--- src/logic/riv_pkg.sv ---
/*
 * riv_pkg: register indices, implemented-bit masks, initial values and the
 * reset-class enumeration of the register initial-value controller.
 * Assumes an APB slave with 32-bit data, one register byte per aligned word.
 */
package riv_pkg;

    localparam int NREG = 29;

    // register index; byte address is index * 4
    localparam logic [4:0] REG_PC_LO   = 5'h00;
    localparam logic [4:0] REG_PC_HI   = 5'h01;
    localparam logic [4:0] REG_STATUS  = 5'h02;
    localparam logic [4:0] REG_OPTION  = 5'h03;
    localparam logic [4:0] REG_TRIS0   = 5'h04;
    localparam logic [4:0] REG_LAT_A   = 5'h08;
    localparam logic [4:0] REG_LAT_B   = 5'h09;
    localparam logic [4:0] REG_INT_CTL = 5'h0A;
    localparam logic [4:0] REG_PFLAG   = 5'h0B;
    localparam logic [4:0] REG_PENAB   = 5'h0C;
    localparam logic [4:0] REG_PERIOD  = 5'h0D;
    localparam logic [4:0] REG_TXCTL   = 5'h0E;
    localparam logic [4:0] REG_RXCTL   = 5'h0F;
    localparam logic [4:0] REG_CMP     = 5'h10;
    localparam logic [4:0] REG_OSC     = 5'h11;
    localparam logic [4:0] REG_WDOG    = 5'h12;
    localparam logic [4:0] REG_LVD     = 5'h13;
    localparam logic [4:0] REG_T1CTL   = 5'h14;
    localparam logic [4:0] REG_POWER   = 5'h15;
    localparam logic [4:0] REG_SSP     = 5'h16;
    localparam logic [4:0] REG_CAPT    = 5'h17;
    localparam logic [4:0] REG_CONV    = 5'h18;
    localparam logic [4:0] REG_T0_CNT  = 5'h19;
    localparam logic [4:0] REG_PTR     = 5'h1A;
    localparam logic [4:0] REG_WORK    = 5'h1B;
    localparam logic [4:0] REG_CLASS   = 5'h1C;
    localparam int         NUM_TRIS    = 4;

    // implemented bits, highest index first
    localparam logic [NREG-1:0][7:0] IMPL_MASK = {
        8'h07, 8'hFF, 8'hFF, 8'hFF, 8'hFF, 8'hFF, 8'hFF, 8'h07, 8'h7F,
        8'h3F, 8'h1F, 8'h7F, 8'hFF, 8'hFF, 8'hF7, 8'hFF, 8'hFF, 8'hFF,
        8'hFF, 8'hFF, 8'hFF, 8'hFF, 8'hFF, 8'hFF, 8'hFF, 8'hFF, 8'hFF,
        8'h1F, 8'hFF};
    // software-writable bits: counter low byte, class and status[4:3] are not
    localparam logic [NREG-1:0][7:0] WR_MASK = {
        8'h00, 8'hFF, 8'hFF, 8'hFF, 8'hFF, 8'hFF, 8'hFF, 8'h07, 8'h7F,
        8'h3F, 8'h1F, 8'h7F, 8'hFF, 8'hFF, 8'hF7, 8'hFF, 8'hFF, 8'hFF,
        8'hFF, 8'hFF, 8'hFF, 8'hFF, 8'hFF, 8'hFF, 8'hFF, 8'hFF, 8'hE7,
        8'h1F, 8'h00};
    // image after the asynchronous reset (power-on values, unknowns as zero)
    localparam logic [NREG-1:0][7:0] RST_IMAGE = {
        8'h01, 8'h00, 8'h00, 8'h00, 8'h00, 8'h00, 8'h00, 8'h04, 8'h00,
        8'h05, 8'h08, 8'h08, 8'h07, 8'h00, 8'h02, 8'hFF, 8'h00, 8'h00,
        8'h00, 8'h00, 8'h00, 8'hFF, 8'hFF, 8'hFF, 8'hFF, 8'hFF, 8'h18,
        8'h00, 8'h00};

    localparam logic [7:0]  VAL_ONES    = 8'hFF;
    localparam logic [7:0]  VAL_TXCTL   = 8'h02;
    localparam logic [7:0]  VAL_CMP     = 8'h07;
    localparam logic [7:0]  VAL_OSC     = 8'h08;
    localparam logic [7:0]  VAL_WDOG    = 8'h08;
    localparam logic [7:0]  VAL_LVD     = 8'h05;
    localparam logic [7:0]  CLR_LAT_A   = 8'h2F;
    localparam logic [7:0]  CLR_LAT_B   = 8'h3F;
    localparam logic [12:0] PC_RESET    = 13'h0000;
    localparam logic [12:0] PC_VECTOR   = 13'h0004;
    localparam logic [12:0] PC_STEP     = 13'h0001;
    localparam int          BIT_GLB_EN  = 7;
    localparam int          BIT_TXIDLE  = 1;
    localparam int          BIT_POR     = 1;
    localparam int          BIT_BOR     = 0;
    localparam int          BIT_PWR_HI  = 2;

    // request bit positions of the synchronised cause inputs
    localparam int REQ_POR   = 0;
    localparam int REQ_BOR   = 1;
    localparam int REQ_PIN   = 2;
    localparam int REQ_WDT   = 3;
    localparam int REQ_WWAKE = 4;
    localparam int REQ_IWAKE = 5;
    localparam int REQ_SLEEP = 6;
    localparam int NUM_REQ   = 7;

    typedef enum logic [2:0] {
        CLS_NONE, CLS_POWER, CLS_BROWN, CLS_PIN, CLS_WDT, CLS_WDT_WAKE, CLS_INT_WAKE
    } riv_class_t;

    typedef struct packed {
        logic [NUM_REQ-2:0]     req_prev;
        logic [NREG-1:0][7:0]   regs;
        logic                   pc_load;
        logic [12:0]            pc_target;
        logic                   pready;
        logic                   pslverr;
        logic [31:0]            prdata;
    } riv_state_t;

endpackage : riv_pkg

--- src/logic/riv_sync.sv ---
/*
 * riv_sync: two-flop synchroniser for a bus of independent levels.
 * Assumes each bit is a slow level, stable for several clocks.
 */
`timescale 1ns/1ns
`default_nettype none
module riv_sync #(
    parameter int WIDTH = 1
) (
    input  wire logic             pclk,
    input  wire logic             presetn,
    input  wire logic [WIDTH-1:0] async_in,
    output var  logic [WIDTH-1:0] sync_out
);
    logic [WIDTH-1:0] stage;

    if (WIDTH < 1) begin : g_width_check
        $error("riv_sync: WIDTH must be at least 1");
    end

    always_ff @(posedge pclk or negedge presetn) begin
        if (!presetn) begin
            stage    <= '0;
            sync_out <= '0;
        end else begin
            stage    <= async_in;
            sync_out <= stage;
        end
    end
endmodule : riv_sync
`default_nettype wire

--- src/logic/riv_init_ctrl.sv ---
/*
 * riv_init_ctrl: applies the per-class initial values to the special
 * function registers on reset release or wake-up and redirects the
 * program counter; registers are reached over APB.
 * Assumes cause requests are asynchronous levels that fall on release,
 * pc_now and the wake flag vectors come from the core on pclk.
 */
`timescale 1ns/1ns
`default_nettype none
// Functional notes
// - counter low byte: 0000h on resets, next address on wake-up
// - interrupt wake with global enable set loads vector 0004h
// - wake-up ORs the cause flags into interrupt and peripheral flags
// - status: 0001 1xxx power, 000q quuu pin/watchdog, uuuq quuu wake
// - option register all ones on resets, kept on wake-up
// - port direction registers all ones on resets, kept on wake-up
// - port A latch bits 5 and 3:0, port B latch bits 5:0 cleared on resets, rest kept
// - interrupt control upper seven bits cleared on resets, bit 0 kept
// - peripheral flags and enables cleared on resets, enables kept on wake
// - timer-2 period forced all ones on every class, wake included
// - transmit control 0000 -010 on resets; wake forces bit 1 high
// - comparator control 0000 0111 on resets, kept on wake-up
// - oscillator control -000 1000 on resets, kept on wake-up
// - watchdog control 0 1000 on resets, kept on wake-up
// - low-voltage detect control 00 0101 on resets, kept on wake
// - timer-1 control cleared only on power-on or brown-out
// - serial, capture and converter controls cleared on resets
// - receive control 0000 000x on resets, bit 0 kept
// - working, timer, pointer registers untouched by every class
// - power control 1qq on power-on/brown-out, kept otherwise
// - counter high latch cleared on resets, kept on wake-up
// - unimplemented bits always read as zero
// - power-on status bit cleared on power-on only
module riv_init_ctrl
    import riv_pkg::*;
(
    input  wire logic        pclk,
    input  wire logic        presetn,
    input  wire logic        psel,
    input  wire logic        penable,
    input  wire logic        pwrite,
    input  wire logic [7:0]  paddr,
    input  wire logic [31:0] pwdata,
    input  wire logic [3:0]  pstrb,
    output var  logic [31:0] prdata,
    output var  logic        pready,
    output var  logic        pslverr,
    input  wire logic        por_req,
    input  wire logic        bor_req,
    input  wire logic        pin_req,
    input  wire logic        wdt_req,
    input  wire logic        wdt_wake_req,
    input  wire logic        int_wake_req,
    input  wire logic        core_sleeping,
    input  wire logic [12:0] pc_now,
    input  wire logic [7:0]  wake_interrupt_control_flags,
    input  wire logic [7:0]  wake_pflag_flags,
    output var  logic        pc_load,
    output var  logic [12:0] pc_target
);
    riv_state_t         st;
    riv_state_t         next_st;
    logic [NUM_REQ-1:0] req_s;
    logic [NUM_REQ-2:0] released;
    riv_class_t         cls;
    logic               is_reset;
    logic               is_wake;
    logic [4:0]         idx;
    logic               hit;
    logic               acc;
    logic               wr_now;

    riv_sync #(
        .WIDTH    (NUM_REQ)
    ) u_sync (
        .pclk     (pclk),
        .presetn  (presetn),
        .async_in ({core_sleeping, int_wake_req, wdt_wake_req, wdt_req,
                    pin_req, bor_req, por_req}),
        .sync_out (req_s)
    );

    // class decode on the falling edge of each request, fixed priority
    always_comb begin
        released = st.req_prev & ~req_s[NUM_REQ-2:0];
        if (released[REQ_POR])             cls = CLS_POWER;
        else if (released[REQ_BOR])        cls = CLS_BROWN;
        else if (released[REQ_PIN])        cls = CLS_PIN;
        else if (released[REQ_WDT])        cls = CLS_WDT;
        else if (released[REQ_WWAKE])      cls = CLS_WDT_WAKE;
        else if (released[REQ_IWAKE])      cls = CLS_INT_WAKE;
        else                               cls = CLS_NONE;
        is_reset = cls inside {CLS_POWER, CLS_BROWN, CLS_PIN, CLS_WDT};
        is_wake  = cls inside {CLS_WDT_WAKE, CLS_INT_WAKE};
    end

    assign idx    = paddr[6:2];
    assign hit    = (paddr[1:0] == 2'b00) && !paddr[7] && (int'(idx) < NREG);
    assign acc    = psel && penable;
    assign wr_now = acc && st.pready && pwrite && hit && pstrb[0];

    always_comb begin
        next_st          = st;
        next_st.req_prev = req_s[NUM_REQ-2:0];
        next_st.pc_load  = 1'b0;

        // one wait state, then pready from a flop
        next_st.pready = acc && !st.pready;
        if (acc && !st.pready) begin
            next_st.pslverr = !hit;
            next_st.prdata  = hit ? {24'h000000, st.regs[idx]} : 32'h00000000;
        end
        if (wr_now) begin
            next_st.regs[idx] = (st.regs[idx] & ~WR_MASK[idx]) |
                                (pwdata[7:0] & WR_MASK[idx]);
        end

        // class application overrides a write landing in the same cycle
        if (is_reset) begin
            next_st.pc_load   = 1'b1;
            next_st.pc_target = PC_RESET;
            next_st.regs[REG_PC_LO]  = PC_RESET[7:0];
            next_st.regs[REG_PC_HI]  = 8'h00;
            next_st.regs[REG_OPTION] = VAL_ONES;
            for (int i = 0; i < NUM_TRIS; i++) begin
                next_st.regs[int'(REG_TRIS0) + i] = VAL_ONES;
            end
            next_st.regs[REG_LAT_A]  = st.regs[REG_LAT_A] & ~CLR_LAT_A;
            next_st.regs[REG_LAT_B]  = st.regs[REG_LAT_B] & ~CLR_LAT_B;
            next_st.regs[REG_INT_CTL] = {7'h00, st.regs[REG_INT_CTL][0]};
            next_st.regs[REG_PFLAG]  = 8'h00;
            next_st.regs[REG_PENAB]  = 8'h00;
            next_st.regs[REG_TXCTL]  = VAL_TXCTL;
            next_st.regs[REG_RXCTL]  = {7'h00, st.regs[REG_RXCTL][0]};
            next_st.regs[REG_CMP]    = VAL_CMP;
            next_st.regs[REG_OSC]    = VAL_OSC;
            next_st.regs[REG_WDOG]   = VAL_WDOG;
            next_st.regs[REG_LVD]    = VAL_LVD;
            next_st.regs[REG_SSP]    = 8'h00;
            next_st.regs[REG_CAPT]   = 8'h00;
            next_st.regs[REG_CONV]   = 8'h00;
            next_st.regs[REG_STATUS][7:5] = 3'b000;
        end
        unique case (cls)
            CLS_POWER, CLS_BROWN: begin
                next_st.regs[REG_STATUS][4:3] = 2'b11;
                next_st.regs[REG_T1CTL] = 8'h00;
                next_st.regs[REG_POWER][BIT_PWR_HI] = 1'b1;
                if (cls == CLS_POWER) begin
                    next_st.regs[REG_POWER][BIT_POR] = 1'b0;
                end else begin
                    next_st.regs[REG_POWER][BIT_BOR] = 1'b0;
                end
            end
            CLS_PIN: begin
                if (req_s[REQ_SLEEP]) begin
                    next_st.regs[REG_STATUS][4:3] = 2'b10;
                end
            end
            CLS_WDT: begin
                next_st.regs[REG_STATUS][4:3] = 2'b01;
            end
            CLS_WDT_WAKE, CLS_INT_WAKE: begin
                next_st.pc_load = 1'b1;
                if (cls == CLS_INT_WAKE && st.regs[REG_INT_CTL][BIT_GLB_EN]) begin
                    next_st.pc_target = PC_VECTOR;
                end else begin
                    next_st.pc_target = 13'(pc_now + PC_STEP);
                end
                next_st.regs[REG_PC_LO] = next_st.pc_target[7:0];
                next_st.regs[REG_STATUS][4:3] =
                    (cls == CLS_WDT_WAKE) ? 2'b00 : 2'b10;
                // set beats a same-cycle software clear
                next_st.regs[REG_INT_CTL] = next_st.regs[REG_INT_CTL] |
                                           wake_interrupt_control_flags;
                next_st.regs[REG_PFLAG]  = next_st.regs[REG_PFLAG] |
                                           wake_pflag_flags;
                next_st.regs[REG_TXCTL][BIT_TXIDLE] = 1'b1;
            end
            CLS_NONE: begin
            end
        endcase
        if (cls != CLS_NONE) begin
            next_st.regs[REG_PERIOD] = VAL_ONES;
            next_st.regs[REG_CLASS]  = {5'h00, cls};
        end
        // working, timer and pointer registers are never touched here
        for (int i = 0; i < NREG; i++) begin
            next_st.regs[i] = next_st.regs[i] & IMPL_MASK[i];
        end
    end

    always_ff @(posedge pclk or negedge presetn) begin
        if (!presetn) begin
            st <= '{req_prev: '0, regs: RST_IMAGE, pc_load: 1'b0,
                    pc_target: PC_RESET, pready: 1'b0, pslverr: 1'b0,
                    prdata: 32'h00000000};
        end else begin
            st <= next_st;
        end
    end

    assign prdata    = st.prdata;
    assign pready    = st.pready;
    assign pslverr   = st.pslverr;
    assign pc_load   = st.pc_load;
    assign pc_target = st.pc_target;
endmodule : riv_init_ctrl
`default_nettype wire

--- config.mk ---
export PLATFORM = sky130hd
export DESIGN_NAME = riv_init_ctrl
export DESIGN_NICKNAME = d
export VERILOG_FILES = /design/src/logic/riv_pkg.sv /design/src/logic/riv_sync.sv /design/src/logic/riv_init_ctrl.sv
export SDC_FILE = /design/constraint.sdc
export NUM_CORES = 1
export LEC_CHECK = 0
export BUFFER_PORTS_ARGS = -buffer_cell sky130_fd_sc_hd__buf_4
export CORE_ASPECT_RATIO = 0.75
export CORE_MARGIN = 1.5
export CORE_UTILIZATION = 46
export DETAILED_ROUTE_END_ITERATION = 8
export PLACE_DENSITY_LB_ADDON = 0.3
export SLEW_MARGIN = 20
export SYNTH_ARGS = -nofsm -noshare
export SYNTH_HDL_FRONTEND = slang
export SYNTH_SLANG_ARGS = --single-unit
--- constraint.sdc ---
create_clock -name pclk -period 2.35 [get_ports pclk]
set_input_delay 0.1175 -clock pclk [delete_from_list [all_inputs] [get_ports pclk]]
set_output_delay 0.1175 -clock pclk [all_outputs]
set_load 0.03 [all_outputs]
==> run summary, run 1 <==
# rows: 52
Syn Std Cell Area: 12,770 µm²
CP startpoint: st[82]
biggest cell delay along the critical path: 0.54 ns
worst setup margin: 0.1463 ns
WS Path Type: register to register
Clock Latency Late Sink: 0.55 ns
CTS max path bufs: 3
CP delay by family, top: compound AO/OA/AOI/OAI gates
type of destination of the critical path: register
Sinks on Clock Net: 255
R2R setup slack: 0.15 ns
DRC viols: 0
Crit path arrival time: 2.65 ns
status: finished, final reports clean
Critical Path Fanout Max: 13
fin. max-slew vios: 0
H-tree levels: 1
hold wc startpoint: pwdata[6]
setup slack at placement: 0.03691 ns
RSZ-0062 raised after global routing: no
starting density of the core: 0.4709
total vias in the final route: 10,530
synth unique cells: 70
cell count after synthesis: 1,240
FFs w/ async S/R, synth: 1.000
sequential area share after synthesis: 0.5054
I/O Buffers: 81
clock transition at the registers of the reported paths: 0.06 ns
Hold Path Class: primary input to register
Buf/Inv on CP: 1
largest net degree at the start of global routing: 69
Final Util: 0.5640
synth warn: 0
root buf cell: clkbuf_16
total power: 10.06 mW
layout cells sized above 1: 0.2562
pwr/cell area: 657.7 nW/µm²
reg2reg start: st[82]
Max-cap violations: 0
Setup TNS Final: 0 ns
slowest stage cell, crit path: dfstp_2
remaining global-route overflow: 0
Detail Route Antenna Nets: 0
first-pass GRT wire length: 61.04 mm
Final HPWL DP: 28.49 mm
prevailing post-synth register cell: dfrtp_1
Die H: 147.3 µm
crit path cell chain: mux4_1 -> a2bb2oi_1 -> nand3_1 -> a32o_1 -> o21a_1 -> buf_12 -> o21ai_0
period utilization: 0.9377
initial antenna violation count: 0
Final Critical Period: 2.204 ns
GR Util All Layers: 0.2792
core area: 27,130 µm²
vias per std cell: 5.994
GPL Wtd Cong: 0.9880
Slew headroom: 0.5359
final hold violation count: 0
post-CTS setup buffer count: 0
Setup Skew: 0.02298 ns
commonest cells after routing, fill and taps aside: dfrtp_1 (195), buf_4 (179), nand2_1 (147)
I/O pin cnt: 133
TritonCTS clock tree: built
EDFF count, synth: 0
area delta synth->final: 19.77%
die width: 195.4 µm
mean post-synth cell area: 10.30 µm²
drt wl/cell: 22.75 µm
vias in the first global route: 10,040
worst-margin pin slew: 0.6915 ns
WP data required: 2.80 ns
most common cell after layout, fill and taps aside: dfrtp_1
CP Launch Type: register
Yosys reg bits: 255
Post-layout nets: 1,472
worst vdd ir: 0.0005399 V
TritonRoute pass-1 iters: 5
die area: 28,790 µm²
iteration-0 DRC count of the detailed router: 1,119
Antenna diodes: 0
Final Setup Violations: 0
leakage power: 6.909 nW
wirelength, routed: 39.95 mm
fmax: 453.8 MHz
CTS Buf Count: 25
what timing repair did:
item                       in CTS  in global routing
setup endpoints to repair       0                 13
hold buffers                   32                  0
gates resized for setup         0                  3
hold endpoints to repair       97                  0
state kept, by name, indices dropped and copies added (netlist names):
register	cells
pc_target	13
pslverr	1
u_sync.sync_out	7
st	217
u_sync.stage	7
prdata	8
pc_load	1
pready	1
path summary, 6_finish.rpt:
kind                                      end  depth (start not counted)
max in group asynchronous              st[88]                          3
min in group asynchronous              st[53]                          2
min                                   st[102]                          4
max reg2reg                           st[130]                          7
max                                   st[130]                          7
min reg2reg                u_sync.sync_out[0]                          0
area by class of cell:
class	instances	area, µm²
Fill cell	2416	11830
Sequential cell	255	6456
Multi-Input combinational cell	868	5547
Timing Repair Buffer	227	1979
Clock buffer	37	720.7
Tap cell	351	439.2
Clock inverter	9	125.1
Inverter	9	33.78
tightest hold or removal path: stages:
cell and delay (ns):
buf_4 0.12, nand2_1 0.07, buf_4 0.14, o211ai_1 0.09
synthesized netlist by cell type (5+ instances only):
cell type / instances / area (µm²)
o21ai_1: 11 / 55.05
buf_4: 57 / 427.9
nor3_1: 22 / 110.1
a221oi_1: 6 / 52.55
clkbuf_1: 35 / 131.4
nand2_1: 147 / 551.8
o211ai_1: 54 / 405.4
mux2i_1: 59 / 590.6
inv_1: 9 / 33.78
mux4_1: 5 / 131.4
buf_6: 9 / 101.4
and3_1: 6 / 37.54
nor2_1: 84 / 315.3
mux2_2: 5 / 56.30
a21o_1: 10 / 75.07
dfstp_2: 60 / 1577
a22oi_1: 14 / 105.1
nand3_1: 27 / 135.1
nor3_2: 8 / 80.08
a21oi_2: 11 / 96.34
buf_2: 24 / 120.1
o22ai_1: 8 / 50.05
xnor2_1: 8 / 70.07
nand2b_1: 8 / 50.05
a21oi_1: 111 / 555.5
o21ai_0: 130 / 650.6
dfrtp_1: 195 / 4880
mux4_2: 25 / 563.0
nor2b_1: 10 / 62.56
a22o_1: 12 / 105.1
metal layers:
metal  share of wire  track usage  wire length [µm]
met1            0.44       0.4214             17760
met2            0.43       0.3961             17050
met3            0.12      0.08884              4595
met4           0.014      0.04922               542
met5               0            0                 0
power breakdown:
group	switching (mW)	internal [mW]
Combinational	0.836	0.473
Sequential	0.0570	4.48
Clock	1.76	2.45
Total	2.66	7.41
kinds of logic (layout without fill, tap and decap cells):
group | after synthesis | in the layout | synth area share
buffers and inverters | 140 | 282 | 0.06895
and+or+nand+nor | 337 | 337 | 0.1188
adders and majority gates | 1 | 1 | 0.0009793
AOI/OAI and AO/OA | 400 | 400 | 0.1920
other | 1 | 24 | 0.0002935
DFF | 255 | 255 | 0.5054
xor gates and xnor gates | 10 | 10 | 0.006856
muxes | 96 | 96 | 0.1068
stage by stage:
step,area (µm²),hold WS [ns],std cells
floorplan,12860,-0.1781,1263
global placement,14130,0.1159,1678
detailed placement,14130,0.1180,1678
CTS,15290,0.004954,1756
global route,15300,0.02113,1756
finish,15300,0.01076,1756
Note: power is estimated with default switching activity, not from simulation.
==> inputs of run 2 (changes only) <==
- clock period: 2.35 -> 2.8 ns (I/O delays scaled with it)
==> run 2 against run 1 <==
- design area is 2.2% lower
- sequential share of layout area grew 0.97 points
- largest power group unchanged
- critical endpoint is now st[231]
- cell count decreased by 2.2%
- non-clock buffer count is 38 lower
==> run summary, run 2 (synthesized netlist as in run 1, its figures left out) <==
status: finished, final reports clean
# rows: 52
iteration-0 DRC count of the detailed router: 1,194
Hold Path Class: primary input to register
clock transition at the registers of the reported paths: 0.07 ns
DP Area: 13,740 µm²
Clock Latency Late Sink: 0.55 ns
Detail Route Antenna Nets: 0
WP data required: 3.27 ns
pwr/cell area: 574.7 nW/µm²
register area: 6456 µm²
final hold violation count: 0
TritonCTS clock tree: built
first-pass GRT wire length: 60.92 mm
fillers: 2,392
worst vdd ir: 0.0005372 V
Final Cell Area: 14,960 µm²
Critical Path Fanout Max: 14
largest net degree at the start of global routing: 91
setup slack at placement: 0.2978 ns
Final Critical Period: 2.473 ns
DRC viols: 0
CTS Buf Count: 25
Final Setup Violations: 0
Crit path arrival time: 2.95 ns
total vias in the final route: 10,450
Slew headroom: 0.2502
initial antenna violation count: 1
area delta synth->final: 17.08%
fin. max-slew vios: 0
R2R cell count: 7
Max-cap violations: 0
largest reg by FF count: st
Final HPWL DP: 27.62 mm
core area: 27,130 µm²
leakage power: 6.709 nW
layout cells sized above 1: 0.2377
die width: 195.4 µm
Setup TNS Final: 0 ns
Setup Skew: 0.02024 ns
multi-input logic area: 5540 µm²
fin cells: 1,718
TritonRoute pass-1 iters: 5
Post-layout nets: 1,434
Antenna diodes: 0
RSZ-0062 raised after global routing: no
die area: 28,790 µm²
max reg flops: 217
post-cts resize count: 0
fmax: 404.3 MHz
placed insts: 1,641
period utilization: 0.8834
CP Launch Type: register
I/O Buffers: 81
remaining global-route overflow: 0
Sinks on Clock Net: 255
total power: 8.596 mW
I/O pin cnt: 133
type of destination of the critical path: register
WHS Path Cells: 3
WHS: 0.04862 ns
starting density of the core: 0.4709
GR Util All Layers: 0.2789
root buf cell: clkbuf_16
Die H: 147.3 µm
Final Util: 0.5513
WS Path Type: register to register
vias in the first global route: 10,140
commonest cells after routing, fill and taps aside: dfrtp_1 (195), buf_4 (151), nand2_1 (147)
worst setup margin: 0.3266 ns
most common cell after layout, fill and taps aside: dfrtp_1
CTS max path bufs: 3
worst-margin pin slew: 1.120 ns
wirelength, routed: 39.89 mm
GPL Wtd Cong: 0.9727
drt wl/cell: 23.22 µm
vias per std cell: 6.085
H-tree levels: 1
-- run 2: changes by cell type in the layout (fill, tap and decap cells not counted), sizes merged --
cell,previous run,this run
buf,195,158
clkbuf,37,31
clkinvlp,0,2
inv,11,12
bufinv,3,5
clkinv,4,5
dlygate4sd3,32,31
-- run 2: worst max-delay path: stages (launching register included) --
cell	delay [ns]
dfrtp_1	0.40
and4_1	0.28
and3_1	0.27
nand3_1	0.18
buf_4	0.22
nor2_1	0.64
o21ai_0	0.22
a21oi_1	0.18
-- run 2: routing by layer --
layer / GRT usage / share of wire
met5: 0.01178 / 0.0013
met2: 0.4027 / 0.42
met1: 0.3973 / 0.43
met4: 0.06822 / 0.023
met3: 0.1012 / 0.12
-- run 2: layout make-up --
class | instances | area share
Sequential cell | 255 | 0.4317
Inverter | 9 | 0.002259
Clock inverter | 15 | 0.01472
Clock buffer | 31 | 0.04601
Timing Repair Buffer | 189 | 0.1056
Tap cell | 351 | 0.02936
Multi-Input combinational cell | 868 | 0.3704
-- run 2: final timing paths --
path / startpoint / end / slack [ns]
setup / recovery: pready / st[231] / 0.33
hold / removal: pwdata[6] / st[78] / 0.05
setup reg to reg: pready / st[231] / 0.33
hold reg to reg: u_sync.stage[3] / u_sync.sync_out[3] / 0.35
max in group asynchronous: presetn / st[67] / 1.75
min in group asynchronous: presetn / pc_target[4] / 0.19
-- run 2: timing repair --
action,CTS,global route
hold buffers,31,0
setup buffers,0,0
hold endpoints to repair,71,0
-- run 2: power breakdown --
group          internal, mW  switching (mW)
clock network          2.22            1.53
logic                 0.348           0.691
registers              3.76          0.0480
==> inputs of run 3 (changes only) <==
- SYNTH_HIERARCHICAL: unset -> 1
==> run 3 against run 2 <==
- critical path depth down 2
- largest cell class unchanged
- sequential share of layout area down 0.16 points
- count of clock-buffer cells in the layout up 9
- design area up 0.37%
- critical endpoint is now st[139]
- power down 2.0%
- sequential power about the same
- non-clock buffer count up 2
==> run summary, run 3 <==
status: finished, final reports clean
R2R cell count: 5
die area: 28,630 µm²
WS Path Type: register to register
worst-margin pin slew: 1.006 ns
most common cell after layout, fill and taps aside: nand2_1
root buf cell: clkbuf_16
largest net degree at the start of global routing: 68
Final Setup Violations: 0
prevailing post-synth register cell: dfrtp_1
Post-CTS Hold Buffers: 31
Final Cell Area: 15,010 µm²
Critical Path Fanout Max: 8
CTS Buf Count: 26
max reg flops: 217
largest reg by FF count: st
vias per std cell: 5.949
Max-cap violations: 0
leakage power: 6.683 nW
RSZ-0062 raised after global routing: no
WHS: 0.02024 ns
TritonRoute pass-1 iters: 6
cell count after synthesis: 1,250
leading area contributor after synthesis: dfrtp_1
DP Area: 13,820 µm²
WP data required: 3.25 ns
GPL Wtd Cong: 0.9401
post-cts resize count: 0
FFs w/ async S/R, synth: 1.000
starting density of the core: 0.4693
synth warn: 6
Final HPWL DP: 28.10 mm
Setup TNS Final: 0 ns
Detail Route Antenna Nets: 0
initial antenna violation count: 0
pwr/cell area: 561.3 nW/µm²
setup slack at placement: 0.2346 ns
area delta synth->final: 18.20%
TritonCTS clock tree: built
fmax: 411.3 MHz
commonest cells in the synthesized netlist: nand2_1 (236), dfrtp_1 (195), a21oi_1 (103), nor2_1 (87), o21ai_0 (72)
sequential area share after synthesis: 0.5083
# rows: 52
CP Launch Type: register
die width: 194.9 µm
wirelength, routed: 40.14 mm
vias in the first global route: 9,995
DRC viols: 0
fin. max-slew vios: 0
Post-layout nets: 1,455
worst setup margin: 0.3685 ns
iteration-0 DRC count of the detailed router: 1,119
commonest cells after routing, fill and taps aside: nand2_1 (236), dfrtp_1 (195), buf_4 (150)
most common cell in the netlist: nand2_1
fillers: 2,370
I/O pin cnt: 133
Setup Skew: 0.02532 ns
CTS max path bufs: 3
Sinks on Clock Net: 255
Hold Path Class: primary input to register
Final Critical Period: 2.432 ns
post-CTS setup buffer count: 0
core area: 27,070 µm²
placed insts: 1,661
top cells by area, synth: dfrtp_1 (38%), dfstp_2 (12%), nand2_1 (7.0%)
Yosys reg bits: 255
period utilization: 0.8684
clock transition at the registers of the reported paths: 0.06 ns
fin cells: 1,740
worst vdd ir: 0.0004439 V
drt wl/cell: 23.07 µm
Die H: 146.9 µm
EDFF count, synth: 0
final hold violation count: 0
Slew headroom: 0.3254
Yosys top cell area share: 0.3842
Crit path arrival time: 2.88 ns
GR Util All Layers: 0.2839
WHS Path Cells: 3
Clock Latency Late Sink: 0.57 ns
synth unique cells: 70
H-tree levels: 1
remaining global-route overflow: 0
Syn Std Cell Area: 12,700 µm²
type of destination of the critical path: register
I/O Buffers: 81
mean post-synth cell area: 10.16 µm²
total vias in the final route: 10,350
first-pass GRT wire length: 61.34 mm
layout cells sized above 1: 0.2311
Antenna diodes: 0
## run 3: cell count changes after synthesis, sizes merged, moves of 9 or more
| cell | previous run | this run |
|---|---|---|
| buf | 96 | 81 |
| a22oi | 14 | 5 |
| o21ai | 141 | 76 |
| a21oi | 122 | 103 |
| nand2 | 147 | 236 |
| nor3 | 30 | 13 |
## run 3: cells by family after synthesis
family / after synthesis / synth area share
mux: 105 / 0.1168
compound gates: 325 / 0.1618
simple gates: 421 / 0.1436
fa+ha+maj: 1 / 0.0009850
buf+inv: 131 / 0.06059
other cells: 1 / 0.0002953
flops: 255 / 0.5083
xor+xnor: 11 / 0.007586
## run 3: critical path: stages (launching register included)
cell	delay [ns]
dfrtp_1	0.38
and4_1	0.32
nand3_1	0.15
nor3_1	0.57
nand3_1	0.56
o211ai_1	0.35
## run 3: final timing paths
path,slack (ns),start,to
min in group asynchronous,0.12,presetn,st[210]
hold / removal,0.02,pwdata[2],st[266]
setup reg to reg,0.37,pready,st[139]
setup / recovery,0.37,pready,st[139]
hold reg to reg,0.35,u_sync/stage[5],u_sync/sync_out[5]
max in group asynchronous,1.83,presetn,st[154]
## run 3: stage by stage
stage	power [mW]	utilization
floorplan	4.419	-
global placement	4.826	0.5107
detailed placement	4.835	0.5107
CTS	8.458	0.5546
global route	8.676	0.5546
finish	8.427	0.5546
## run 3: area by class of cell
class	count	area, µm²	share of cell area
clock buffer	40	773.2	0.05151
clock inverter	8	105.1	0.007001
inverter	8	30.03	0.002000
multi-input combinational	887	5577	0.3715
sequential	255	6456	0.4301
tap	351	439.2	0.02925
timing repair buffer	191	1632	0.1087
## run 3: layer usage
| metal | track usage | up-vias | routed length, µm |
|---|---|---|---|
| li1 | - | 4642 | - |
| met1 | 0.4190 | 5131 | 18030 |
| met2 | 0.4057 | 514 | 16700 |
| met3 | 0.08838 | 65 | 4420 |
| met4 | 0.07209 | 0 | 979 |
| met5 | 0 | - | 0 |
## run 3: report_power, final
part           switching, mW  total (mW)  internal (mW)  leakage (nW)
Clock                   1.51        3.60           2.09         0.434
Combinational          0.666        1.02          0.351          2.97
Sequential            0.0490        3.81           3.76          3.28
